`config.mk`:
```
export PLATFORM = sky130hd
export DESIGN_NAME = bus_route
export DESIGN_NICKNAME = d
export VERILOG_FILES = /design/src/logic/bus_route_pkg.sv /design/src/logic/bus_route.sv
export VERILOG_INCLUDE_DIRS = /design/src /design/src/logic
export SDC_FILE = /design/constraint.sdc
export NUM_CORES = 1
export LEC_CHECK = 0
export BUFFER_PORTS_ARGS = -buffer_cell sky130_fd_sc_hd__buf_4
export CORE_AREA = 2 2 211 213
export DETAILED_ROUTE_END_ITERATION = 8
export DIE_AREA = 0 0 213 215
export GPL_TIMING_DRIVEN = 0
export PLACE_DENSITY = 0.36
export REMOVE_ABC_BUFFERS = 1
export SLEW_MARGIN = 30
export SYNTH_ARGS = -nofsm -noshare
export SYNTH_HDL_FRONTEND = slang
export SYNTH_SLANG_ARGS = --single-unit
```
`constraint.sdc`:
```
create_clock -name ref_clk -period 5.68 [get_ports ref_clk]
set_input_delay 0.284 -clock ref_clk [delete_from_list [all_inputs] [get_ports ref_clk]]
set_output_delay 0.284 -clock ref_clk [all_outputs]
set_load 0.05 [all_outputs]
```
`src/logic/bus_route_defs.svh`:
```
// Purpose: constants for the system bus decoder and arbiter
// Assumes: 32-bit addresses, four regions picked by the top two address bits
// Notes: segment match works on 4 kB granules
//
// Behaviour
// Four fixed regions chosen only by address bits 31 and 30.
// Eight programmable external segments, two SDRAM segments, one default segment.
// After reboot the default segment serves boot ROM with nothing programmed.
// Software programs every segment and descriptor before using the resource.
// Overlapping segments resolve to the lower numbered segment.
// Low memory remap starts cleared after reset.
// Remap clear: region 0 aliases external ROM/RAM of region 2.
// Remap set: regions 0 and 1 both reach SDRAM.
// Local scratch SRAM never decodes inside the configuration region 3.
// Swap clear: main display, DMA0, CPU, DMA1; peripheral DMA0, CPU, DMA1.
// Swap set: DMA1 outranks CPU on both buses.
// Priority swap starts cleared after reset.
// Strict fixed priority; a busy high master may starve lower ones.
// DMA masters use 4-word bursts kept inside one segment.
// Unassigned or protected accesses flag a bus error and raise the interrupt; the code has no protection and flags only accesses decoding to no target.
// Grant changes only at a transfer or burst boundary.
// Display refresh master never takes part on the peripheral bus.
`ifndef BUS_ROUTE_DEFS_SVH
`define BUS_ROUTE_DEFS_SVH

`define REGION_LOW 2'h0
`define REGION_SDRAM 2'h1
`define REGION_EXT 2'h2
`define REGION_CONFIG 2'h3
`define GRANULE_LSB 12
`define SRAM_LSB 14
`define REMAP_RESET 1'h0
`define SWAP_RESET 1'h0
`define MAIN_NONE 4'h0
`define PERIPH_NONE 3'h0

`endif

```
`src/logic/bus_route_pkg.sv`:
```
// Purpose: types for the system bus decoder and arbiter
// Assumes: constants live in bus_route_defs.svh
// Notes: master index 0 display, 1 DMA0, 2 CPU, 3 DMA1
package bus_route_pkg;

  typedef enum logic [2:0] {
    tgt_none,
    tgt_ext,
    tgt_sdram,
    tgt_sram,
    tgt_config
  } target_t;

  typedef struct packed {
    logic enable;
    logic [19:0] base;
    logic [19:0] mask;
  } segment_t;

  typedef struct packed {
    logic valid;
    target_t target;
    logic [2:0] ext_seg;
    logic ext_default;
    logic sdram_seg;
    logic [31:0] addr;
  } decode_t;

  typedef struct packed {
    logic [3:0] main_grant;
    logic [2:0] periph_grant;
    decode_t dec;
    logic bus_error;
    logic bus_error_irq;
    logic remap;
    logic swap;
  } route_state_t;

endpackage : bus_route_pkg

```
`src/logic/bus_route.sv`:
```
// Purpose: main and peripheral bus arbitration plus main bus address decode
// Assumes: all inputs come from logic on ref_clk; masters hold req until served
// Notes: one registered cycle from request or address to grant or decode
`timescale 1ns/1ps
`include "bus_route_defs.svh"

module bus_route (
  // Clock and reset
  input wire logic ref_clk,
  input wire logic rst_n,
  // Mode bits
  input wire logic master_priority_swap,
  input wire logic low_memory_remap,
  // Main bus requests: 0 display, 1 DMA0, 2 CPU, 3 DMA1
  input wire logic [3:0] main_req,
  input wire logic main_xfer_end,
  // Peripheral bus requests: 0 DMA0, 1 CPU, 2 DMA1
  input wire logic [2:0] periph_req,
  input wire logic periph_xfer_end,
  // Main bus address from the owner
  input wire logic addr_valid,
  input wire logic [31:0] addr,
  // Segment setup
  input bus_route_pkg::segment_t [7:0] ext_segments,
  input bus_route_pkg::segment_t [1:0] sdram_segments,
  input wire logic sram_enable,
  input wire logic [31:0] sram_base,
  // Grants
  output logic [3:0] main_grant,
  output logic [2:0] periph_grant,
  // Decode result and errors
  output bus_route_pkg::decode_t dec,
  output logic bus_error,
  output logic bus_error_irq
);
  import bus_route_pkg::*;

  route_state_t cur;
  route_state_t nxt;

  ////////////////////////////////////////////////////////////////////////////
  // Mode bits

  // Registered copies start at their reset values whatever the inputs do
  logic remap_now;
  logic swap_now;

  assign remap_now = cur.remap;
  assign swap_now = cur.swap;

  ////////////////////////////////////////////////////////////////////////////
  // Priority pick

  // Main bus: display and DMA0 always lead; swap orders CPU and DMA1
  function automatic logic [3:0] pick_main(input logic [3:0] req, input logic swap);
    logic [3:0] g;
    g = `MAIN_NONE;
    if (req[0]) begin
      g = 4'h1;
    end else if (req[1]) begin
      g = 4'h2;
    end else if (!swap && req[2]) begin
      g = 4'h4;
    end else if (req[3]) begin
      g = 4'h8;
    end else if (req[2]) begin
      g = 4'h4;
    end
    return g;
  endfunction : pick_main

  // Peripheral bus holds no display master at all
  function automatic logic [2:0] pick_periph(input logic [2:0] req, input logic swap);
    logic [2:0] g;
    g = `PERIPH_NONE;
    if (req[0]) begin
      g = 3'h1;
    end else if (!swap && req[1]) begin
      g = 3'h2;
    end else if (req[2]) begin
      g = 3'h4;
    end else if (req[1]) begin
      g = 3'h2;
    end
    return g;
  endfunction : pick_periph

  ////////////////////////////////////////////////////////////////////////////
  // Segment match

  logic [7:0] ext_hit;
  logic [1:0] sdram_hit;
  logic [31:0] eff_addr;

  // Alias region 0 onto the region it mirrors before matching
  always_comb begin
    eff_addr = addr;
    if (addr[31:30] == `REGION_LOW) begin
      eff_addr[31:30] = remap_now ? `REGION_SDRAM : `REGION_EXT;
    end
  end

  genvar gi;
  generate
    for (gi = 0; gi < 8; gi++) begin : g_ext
      assign ext_hit[gi] = ext_segments[gi].enable &&
        (((eff_addr[31:`GRANULE_LSB] ^ ext_segments[gi].base) &
          ext_segments[gi].mask) == 20'h0_0000);
    end
    for (gi = 0; gi < 2; gi++) begin : g_sdram
      assign sdram_hit[gi] = sdram_segments[gi].enable &&
        (((eff_addr[31:`GRANULE_LSB] ^ sdram_segments[gi].base) &
          sdram_segments[gi].mask) == 20'h0_0000);
    end
  endgenerate

  logic any_ext_enabled;
  logic [2:0] ext_first;
  logic sram_hit;

  always_comb begin
    any_ext_enabled = 1'b0;
    ext_first = 3'h0;
    for (int i = 0; i < 8; i++) begin
      any_ext_enabled = any_ext_enabled | ext_segments[i].enable;
    end
    // Walk downward so the lowest index wins an overlap
    for (int i = 7; i >= 0; i--) begin
      if (ext_hit[i]) begin
        ext_first = 3'(i);
      end
    end
  end

  // Scratch SRAM refused if placed in the configuration region
  assign sram_hit = sram_enable && (sram_base[31:30] != `REGION_CONFIG) &&
    (addr[31:`SRAM_LSB] == sram_base[31:`SRAM_LSB]);

  ////////////////////////////////////////////////////////////////////////////
  // Next state

  always_comb begin
    nxt = cur;
    nxt.bus_error = 1'b0;
    nxt.bus_error_irq = 1'b0;
    nxt.dec.valid = 1'b0;
    // Mode bits take effect one cycle after they are driven
    nxt.remap = low_memory_remap;
    nxt.swap = master_priority_swap;

    // Hold the owner until it ends its burst, even against higher requests
    if (cur.main_grant == `MAIN_NONE || main_xfer_end) begin
      nxt.main_grant = pick_main(main_req, swap_now);
    end
    if (cur.periph_grant == `PERIPH_NONE || periph_xfer_end) begin
      nxt.periph_grant = pick_periph(periph_req, swap_now);
    end

    if (addr_valid) begin
      nxt.dec.valid = 1'b1;
      nxt.dec.addr = addr;
      nxt.dec.target = tgt_none;
      nxt.dec.ext_seg = 3'h0;
      nxt.dec.ext_default = 1'b0;
      nxt.dec.sdram_seg = 1'b0;
      // Local SRAM overrides the region map where it is placed
      if (sram_hit) begin
        nxt.dec.target = tgt_sram;
      end else begin
        case (eff_addr[31:30])
          `REGION_SDRAM: begin
            if (sdram_hit[0]) begin
              nxt.dec.target = tgt_sdram;
            end else if (sdram_hit[1]) begin
              nxt.dec.target = tgt_sdram;
              nxt.dec.sdram_seg = 1'b1;
            end
          end
          `REGION_EXT: begin
            if (|ext_hit) begin
              nxt.dec.target = tgt_ext;
              nxt.dec.ext_seg = ext_first;
            end else if (!any_ext_enabled) begin
              // Nothing programmed yet: boot ROM through the default segment
              nxt.dec.target = tgt_ext;
              nxt.dec.ext_default = 1'b1;
            end
          end
          `REGION_CONFIG: begin
            nxt.dec.target = tgt_config;
          end
          default: begin
            nxt.dec.target = tgt_none;
          end
        endcase
      end
      if (nxt.dec.target == tgt_none) begin
        nxt.bus_error = 1'b1;
        nxt.bus_error_irq = 1'b1;
      end
    end
  end

  ////////////////////////////////////////////////////////////////////////////
  // State register

  always_ff @(posedge ref_clk or negedge rst_n) begin
    if (!rst_n) begin
      cur <= '0;
      cur.remap <= `REMAP_RESET;
      cur.swap <= `SWAP_RESET;
    end else begin
      cur <= nxt;
    end
  end

  assign main_grant = cur.main_grant;
  assign periph_grant = cur.periph_grant;
  assign dec = cur.dec;
  assign bus_error = cur.bus_error;
  assign bus_error_irq = cur.bus_error_irq;

endmodule : bus_route

```
* Word level (Yosys, flattened, before mapping)
Index checks and enable logic that the tools add are counted.
Widths: inputs -> output; s select.
** Word-level totals
- Register bits after elaboration :: 52
- Latch bits :: 0
- RAM bits :: 0
- Memory bits (read-only) :: 0
- Input port bits :: 489
- Output and inout bits :: 50
- Word-level logic and storage cells :: 112
- Memories :: 0
** Operators by class
- $add $sub $neg :: 0
- Multiply operators :: 0
- Divide/modulo/power cells :: 0
- Order comparisons :: 0
- Equal/unequal tests :: 5
- Shift-type cells :: 0
- Mux-type cells :: 36
- Bitwise operators :: 27
- Reduce and logical (&&, ||, !) cells :: 32
** Operators by type and width (count)
- $and 20x20->20 :: 10
- $logic_not 20->1 :: 10
- $xor 20x20->20 :: 10
- $mux 3 :: 17
- $mux 43 :: 1
- $mux 4 :: 5
- $eq 18x18->1 :: 1
- $logic_and 1x1->1 :: 14
- $mux 2 :: 5
- $pmux 3 s3 :: 1
- $reduce_or 8->1 :: 1
- $or 1x1->1 :: 7
- $logic_not 3->1 :: 2
- $mux 1 :: 6
- $mux 5 :: 1
- $eq 2x2->1 const B :: 2
- $logic_not 4->1 :: 1
- $eq 2x1->1 const B :: 1
- $logic_not 2->1 :: 1
- $logic_or 1x1->1 :: 2
- $ne 2x2->1 const B :: 1
- $logic_not 1->1 :: 1

* Depth between registers and ports, before layout
- Depth after elaboration :: 18
- Depth in mapped cells :: 10
- Depth with buffers taken out :: 8

* Worst setup path after synthesis
No wires, ideal clock.
- Path kind :: in2reg
- From :: input addr[24]
- To :: register cur, in the netlist dec[36]
- Library setup time :: 0.077 ns
- Arrival :: 1.951 ns
- Data required time :: 5.603 ns
- Setup slack :: 3.653 ns
- Stages :: 8
- Path buffers :: 0
- Path through :: xor2_1 > a222oi_1 > o31ai_1 > a2111o_1 > a21boi_1 > nand3_2 > or4b_1 > o21ai_1
** Between the ends
- Word-level cells in the longest chain between the ends :: 15
- Elaborated cells on any way between the ends :: 46
- Those cells by class :: eq/ne: 1; mux: 11; bitwise: 16; reduce/logical: 18
** Ends and longest elaborated chain
- start, declared :: RTL line bus_route.sv:22 : input wire logic [31:0] addr,
- $xor 20x20->20 :: RTL line bus_route.sv:107 : (((eff_addr[31:`GRANULE_LSB] ^ ext_segments[gi].base) &
- $and 20x20->20 :: RTL line bus_route.sv:107
- $logic_not 20->1 :: RTL line bus_route.sv:107
- $logic_and 1x1->1 :: RTL line bus_route.sv:106 : assign ext_hit[gi] = ext_segments[gi].enable &&
- $mux 3 (8 in a row) :: RTL line bus_route.sv:129 : if (ext_hit[i]) begin
- $mux 3 :: RTL line bus_route.sv:180 : if (|ext_hit) begin
- $mux 4 :: RTL line bus_route.sv:170 : case (eff_addr[31:30])
- $mux 5 * :: RTL line bus_route.sv:167 : if (sram_hit) begin
- end signal, assigned :: RTL line bus_route.sv:213 : cur <= nxt;
- end, declared :: RTL line bus_route.sv:38 : route_state_t cur;
Mark *: on every way between the ends. The rest lies on a longest branch, timed or not.
A chain may end at the register's enable or synchronous reset.

* Worst setup path in the final report
- From :: register cur, in the netlist remap_now
- To :: register cur, in the netlist bus_error
** Between the ends
- Word-level cells in the longest chain between the ends :: 14
- Elaborated cells on any way between the ends :: 55
- Those cells by class :: eq/ne: 3; mux: 10; bitwise: 20; reduce/logical: 22
** Ends and longest elaborated chain
- $mux 2 (no line) *
- $mux 2 * :: RTL line bus_route.sv:98 : if (addr[31:30] == `REGION_LOW) begin
- $xor 20x20->20 (on tied branches) :: RTL line bus_route.sv:107, bus_route.sv:112
- $and 20x20->20 (on tied branches) :: RTL line bus_route.sv:107, bus_route.sv:112
- $logic_not 20->1 (on tied branches) :: RTL line bus_route.sv:107, bus_route.sv:112
- $logic_and 1x1->1 (on tied branches) :: RTL line bus_route.sv:106, bus_route.sv:111
- $reduce_or 8->1 or $mux 2 (tied branches) :: RTL line bus_route.sv:180, bus_route.sv:174
- $mux 3 (on tied branches) :: RTL line bus_route.sv:180, bus_route.sv:172
- $pmux 3 s3 * :: RTL line bus_route.sv:170
- $mux 3 * :: RTL line bus_route.sv:167
- $mux 3 * :: RTL line bus_route.sv:159 : if (addr_valid) begin
- $logic_not 3->1 * :: RTL line bus_route.sv:197 : if (nxt.dec.target == tgt_none) begin
- $mux 2 * :: RTL line bus_route.sv:197
- $mux 43 * :: RTL line bus_route.sv:159
Mark *: on every way between the ends. The rest lies on a longest branch, timed or not. The select of a mux whose other input is x is not followed.

==> summary.md <==
| Metric | Value |
|---|---|
| Share of cells above drive strength 1 | `0.533` |
| Switching pwr | `591 uW` |
| Final wirelength | `39000 microns` |
| Post-synthesis xor/xnor area fraction | `0.368` |
| # resized after CTS | `0` |
| CTS sink cnt | `roughly 50` |
| LEAKAGE | `0.00474 uW` |
| Seq/Total Area, Yosys | `0.247` |
| Worst path required time | `between 5 and 6 ns` |
| Count of final setup violators | `0` |
| Post-route ant nets | `0` |
| CTS Buffer Depth | `2` |
| Core box area | `0.0436 sq mm` |
| Die area | `0.0458 sq mm` |
| Synth area leaders | `xor2_1, dfrtp_1, a22oi_1` |
| DRC violations left | `0` |
| Highest clock rate | `359 MHz` |
| #FFs+latches synth | `51` |
| Layout net count | `1554` |
| I/O pins | `around 540` |
| Ys Warns | `0` |
| Total grt overflow | `0` |
| Largest family of logic cells by synthesized area | `XOR/XNOR gates` |
| RSZ-0062 raised after global routing | `no` |
| Worst Tran Pin Value | `0.878 ns` |
| Row Count | `77` |
| Post-synth EDFFs | `0` |
| Dpl ws | `2.76 ns` |
| Logic gate share of total power | `0.515` |
| First-pass GRT wire length | `between 50000 and 60000 microns` |
| Run status | `finished, final reports clean` |
| Power Dens Cells | `around 160 mW/mm^2` |
| Hold Buf Count CTS | `0` |
| Main synth FF type | `dfrtp_1` |
| Dpl hpwl | `between 30000 and 40000 microns` |
| CP Class | `flip-flop to flip-flop` |
| Asr flop ratio synth | `1.00` |
| Chip height | `roughly 220 microns` |
| CTS Root Cell | `clkbuf_16` |
| Cell taking the most area after synthesis | `xor2_1` |
| Switch share | `0.386` |
| Post-Syn Area | `0.00517 sq mm` |
| Rel. slew slack | `0.415` |
| WP data arrival | `3.04 ns` |
| Hold_ws | `0.0371 ns` |
| Top-area cell type share of the netlist area | `0.325` |
| Max-slew violations | `0` |
| DR pass1 iterations | `7` |
| Fillers | `4929` |
| Postcts setup bufs | `0` |
| GPL Wtd Cong | `0.836` |
| Pint | `940 uW` |
| Hold Crit Class | `primary input to asynchronous set/reset pin` |
| Flop pwr share | `0.269` |
| Final core occ | `0.226` |
| Largest net degree at the start of global routing | `52` |
| Fin crit period | `2.78 ns` |
| Vias in the first global route | `6889` |
| Crit start category | `flip-flop` |
| # port buffers | `524` |
| Total power | `roughly 1500 uW` |
| Critical path capture point type | `flip-flop` |
| Initial DRC Count | `223` |
| Initial core utilization | `0.118` |
| Worst skew pair latency | `approximately 0.32 ns` |
| Crit Path Max Fanout | `12` |
| Yosys cell types | `44` |
| Mapped Cells | `561` |
| Layout Skew | `0.00525 ns` |
| Clock-pin slew on the worst setup and hold paths | `roughly 0.080 ns` |
| Simple-gate area share of the yosys netlist | `0.101` |
| Max Cap Violations | `0` |
| Clock power share | `0.216` |
| Multiplexer area fraction after synthesis | `0.0741` |
| Final Cycle Share | `0.490` |
| PnR worst setup slack | `2.90 ns` |
| Post-detailed-route wirelength per cell | `23.5 microns` |
| Die X | `213 microns` |
| Mean post-synth cell area | `9.22 sq um` |
| TritonCTS clock tree | `done` |
| Htree depth | `2` |
| Via Count | `between 6000 and 7000` |
| Setup_tns | `0 ns` |
| FF-to-FF path depth | `8` |
| Max VDD drop | `around 140 uV` |
| Routed vias/inst | `3.85` |
| Endpoints failing hold | `0` |
| Synth Area in Adders | `0` |
| Initial antenna violation count | `2` |
| CTS Buf Count | `5` |
| Gr usage total | `0.162` |
| Area Growth Syn to Fin | `90.8%` |
| Diode count | `0` |
| Synth Area in Compound Gates | `0.172` |
-- cells in the final DEF, fill, tap and decap left out, types with 9 or more instances in the layout --
cell type  instances
a222oi_1           9
a22oi_1           69
buf_4            524
dfrtp_1           51
inv_1             17
mux2_2            34
nand2_1           31
nand4_1           29
nor2_1            11
xnor2_1           25
xor2_1           192
-- worst max-delay path, stage by stage (launching register included) --
cell      delay [ns]
dfrtp_1         0.41
nand2b_1        0.10
and2_1          0.71
xnor2_1         0.20
a221oi_1        0.15
a21boi_1        0.22
nand3_2         0.11
o41ai_1         0.57
and3b_1         0.24
-- metrics by stage --
stage                     cell area (sq um)  instances
after floorplan                        5040        534
after global placement                 9710       1650
after detailed placement               9720       1650
after CTS                              9860       1658
after global routing                   9860       1658
final                                  9860       1658
-- per-layer routing --
metal | up-vias | GRT usage | share of wire
met5 | - | 0 | 0.00028
met3 | 30 | 0.0419 | 0.080
li1 | 3015 | - | -
met4 | 2 | 0.0387 | 0.019
met2 | 340 | 0.304 | 0.51
met1 | 3003 | 0.179 | 0.39
-- power by group through the flow --
stage               Clock [uW]  Sequential, uW  Combinational [uW]
floorplan                    0             528                 204
global placement             0             418                 794
detailed placement           0             419                 799
CTS                        353             412                 802
global route               361             417                 842
finish                     331             412                 788
-- final timing paths --
| path | slack, ns | startpoint | to |
|---|---|---|---|
| min reg2reg | 0.49 | dec[38] | dec[38] |
| max in group asynchronous | 5.13 | rst_n | dec[22] |
| max | 2.90 | remap_now | bus_error |
| min in group ref_clk | 0.07 | low_memory_remap | remap_now |
| max reg2reg | 2.90 | remap_now | bus_error |
| min | 0.04 | rst_n | main_grant[0] |
-- kinds of logic after synthesis --
kind of cell | after synthesis
muxes | 34
xor gates and xnor gates | 217
DFF | 51
buffers and inverters | 44
and+or+nand+nor | 99
AOI/OAI and AO/OA | 116
-- registers in the layout (all words and copies together), names as in the netlist --
signal,flops
dec,41
main_grant,4
periph_grant,3
bus_error,1
remap_now,1
swap_now,1
-- cell type report --
class                           count  area [sq um]  area share
Sequential cell                    51          1280       0.129
Clock inverter                      3          18.8     0.00190
Clock buffer                        5           125      0.0127
Multi-Input combinational cell    466          3700       0.376
Timing Repair Buffer              524          3930       0.399
Inverter                           17          63.8     0.00647
Tap cell                          592           741      0.0751
-- cells in the mapped netlist (all sizes together), types with 2 or more instances --
cell	count
a21boi	9
a21oi	3
a221oi	2
a222oi	9
a22oi	69
and4	2
buf	22
clkbuf	5
dfrtp	51
inv	17
mux2	34
nand2	31
nand2b	2
nand3	8
nand4	29
nor2	11
nor2b	3
nor3	4
o21ai	8
o32ai	4
o41ai	2
or4	3
xnor2	25
xor2	192
No activity file was read; power rests on OpenSTA's default activity.
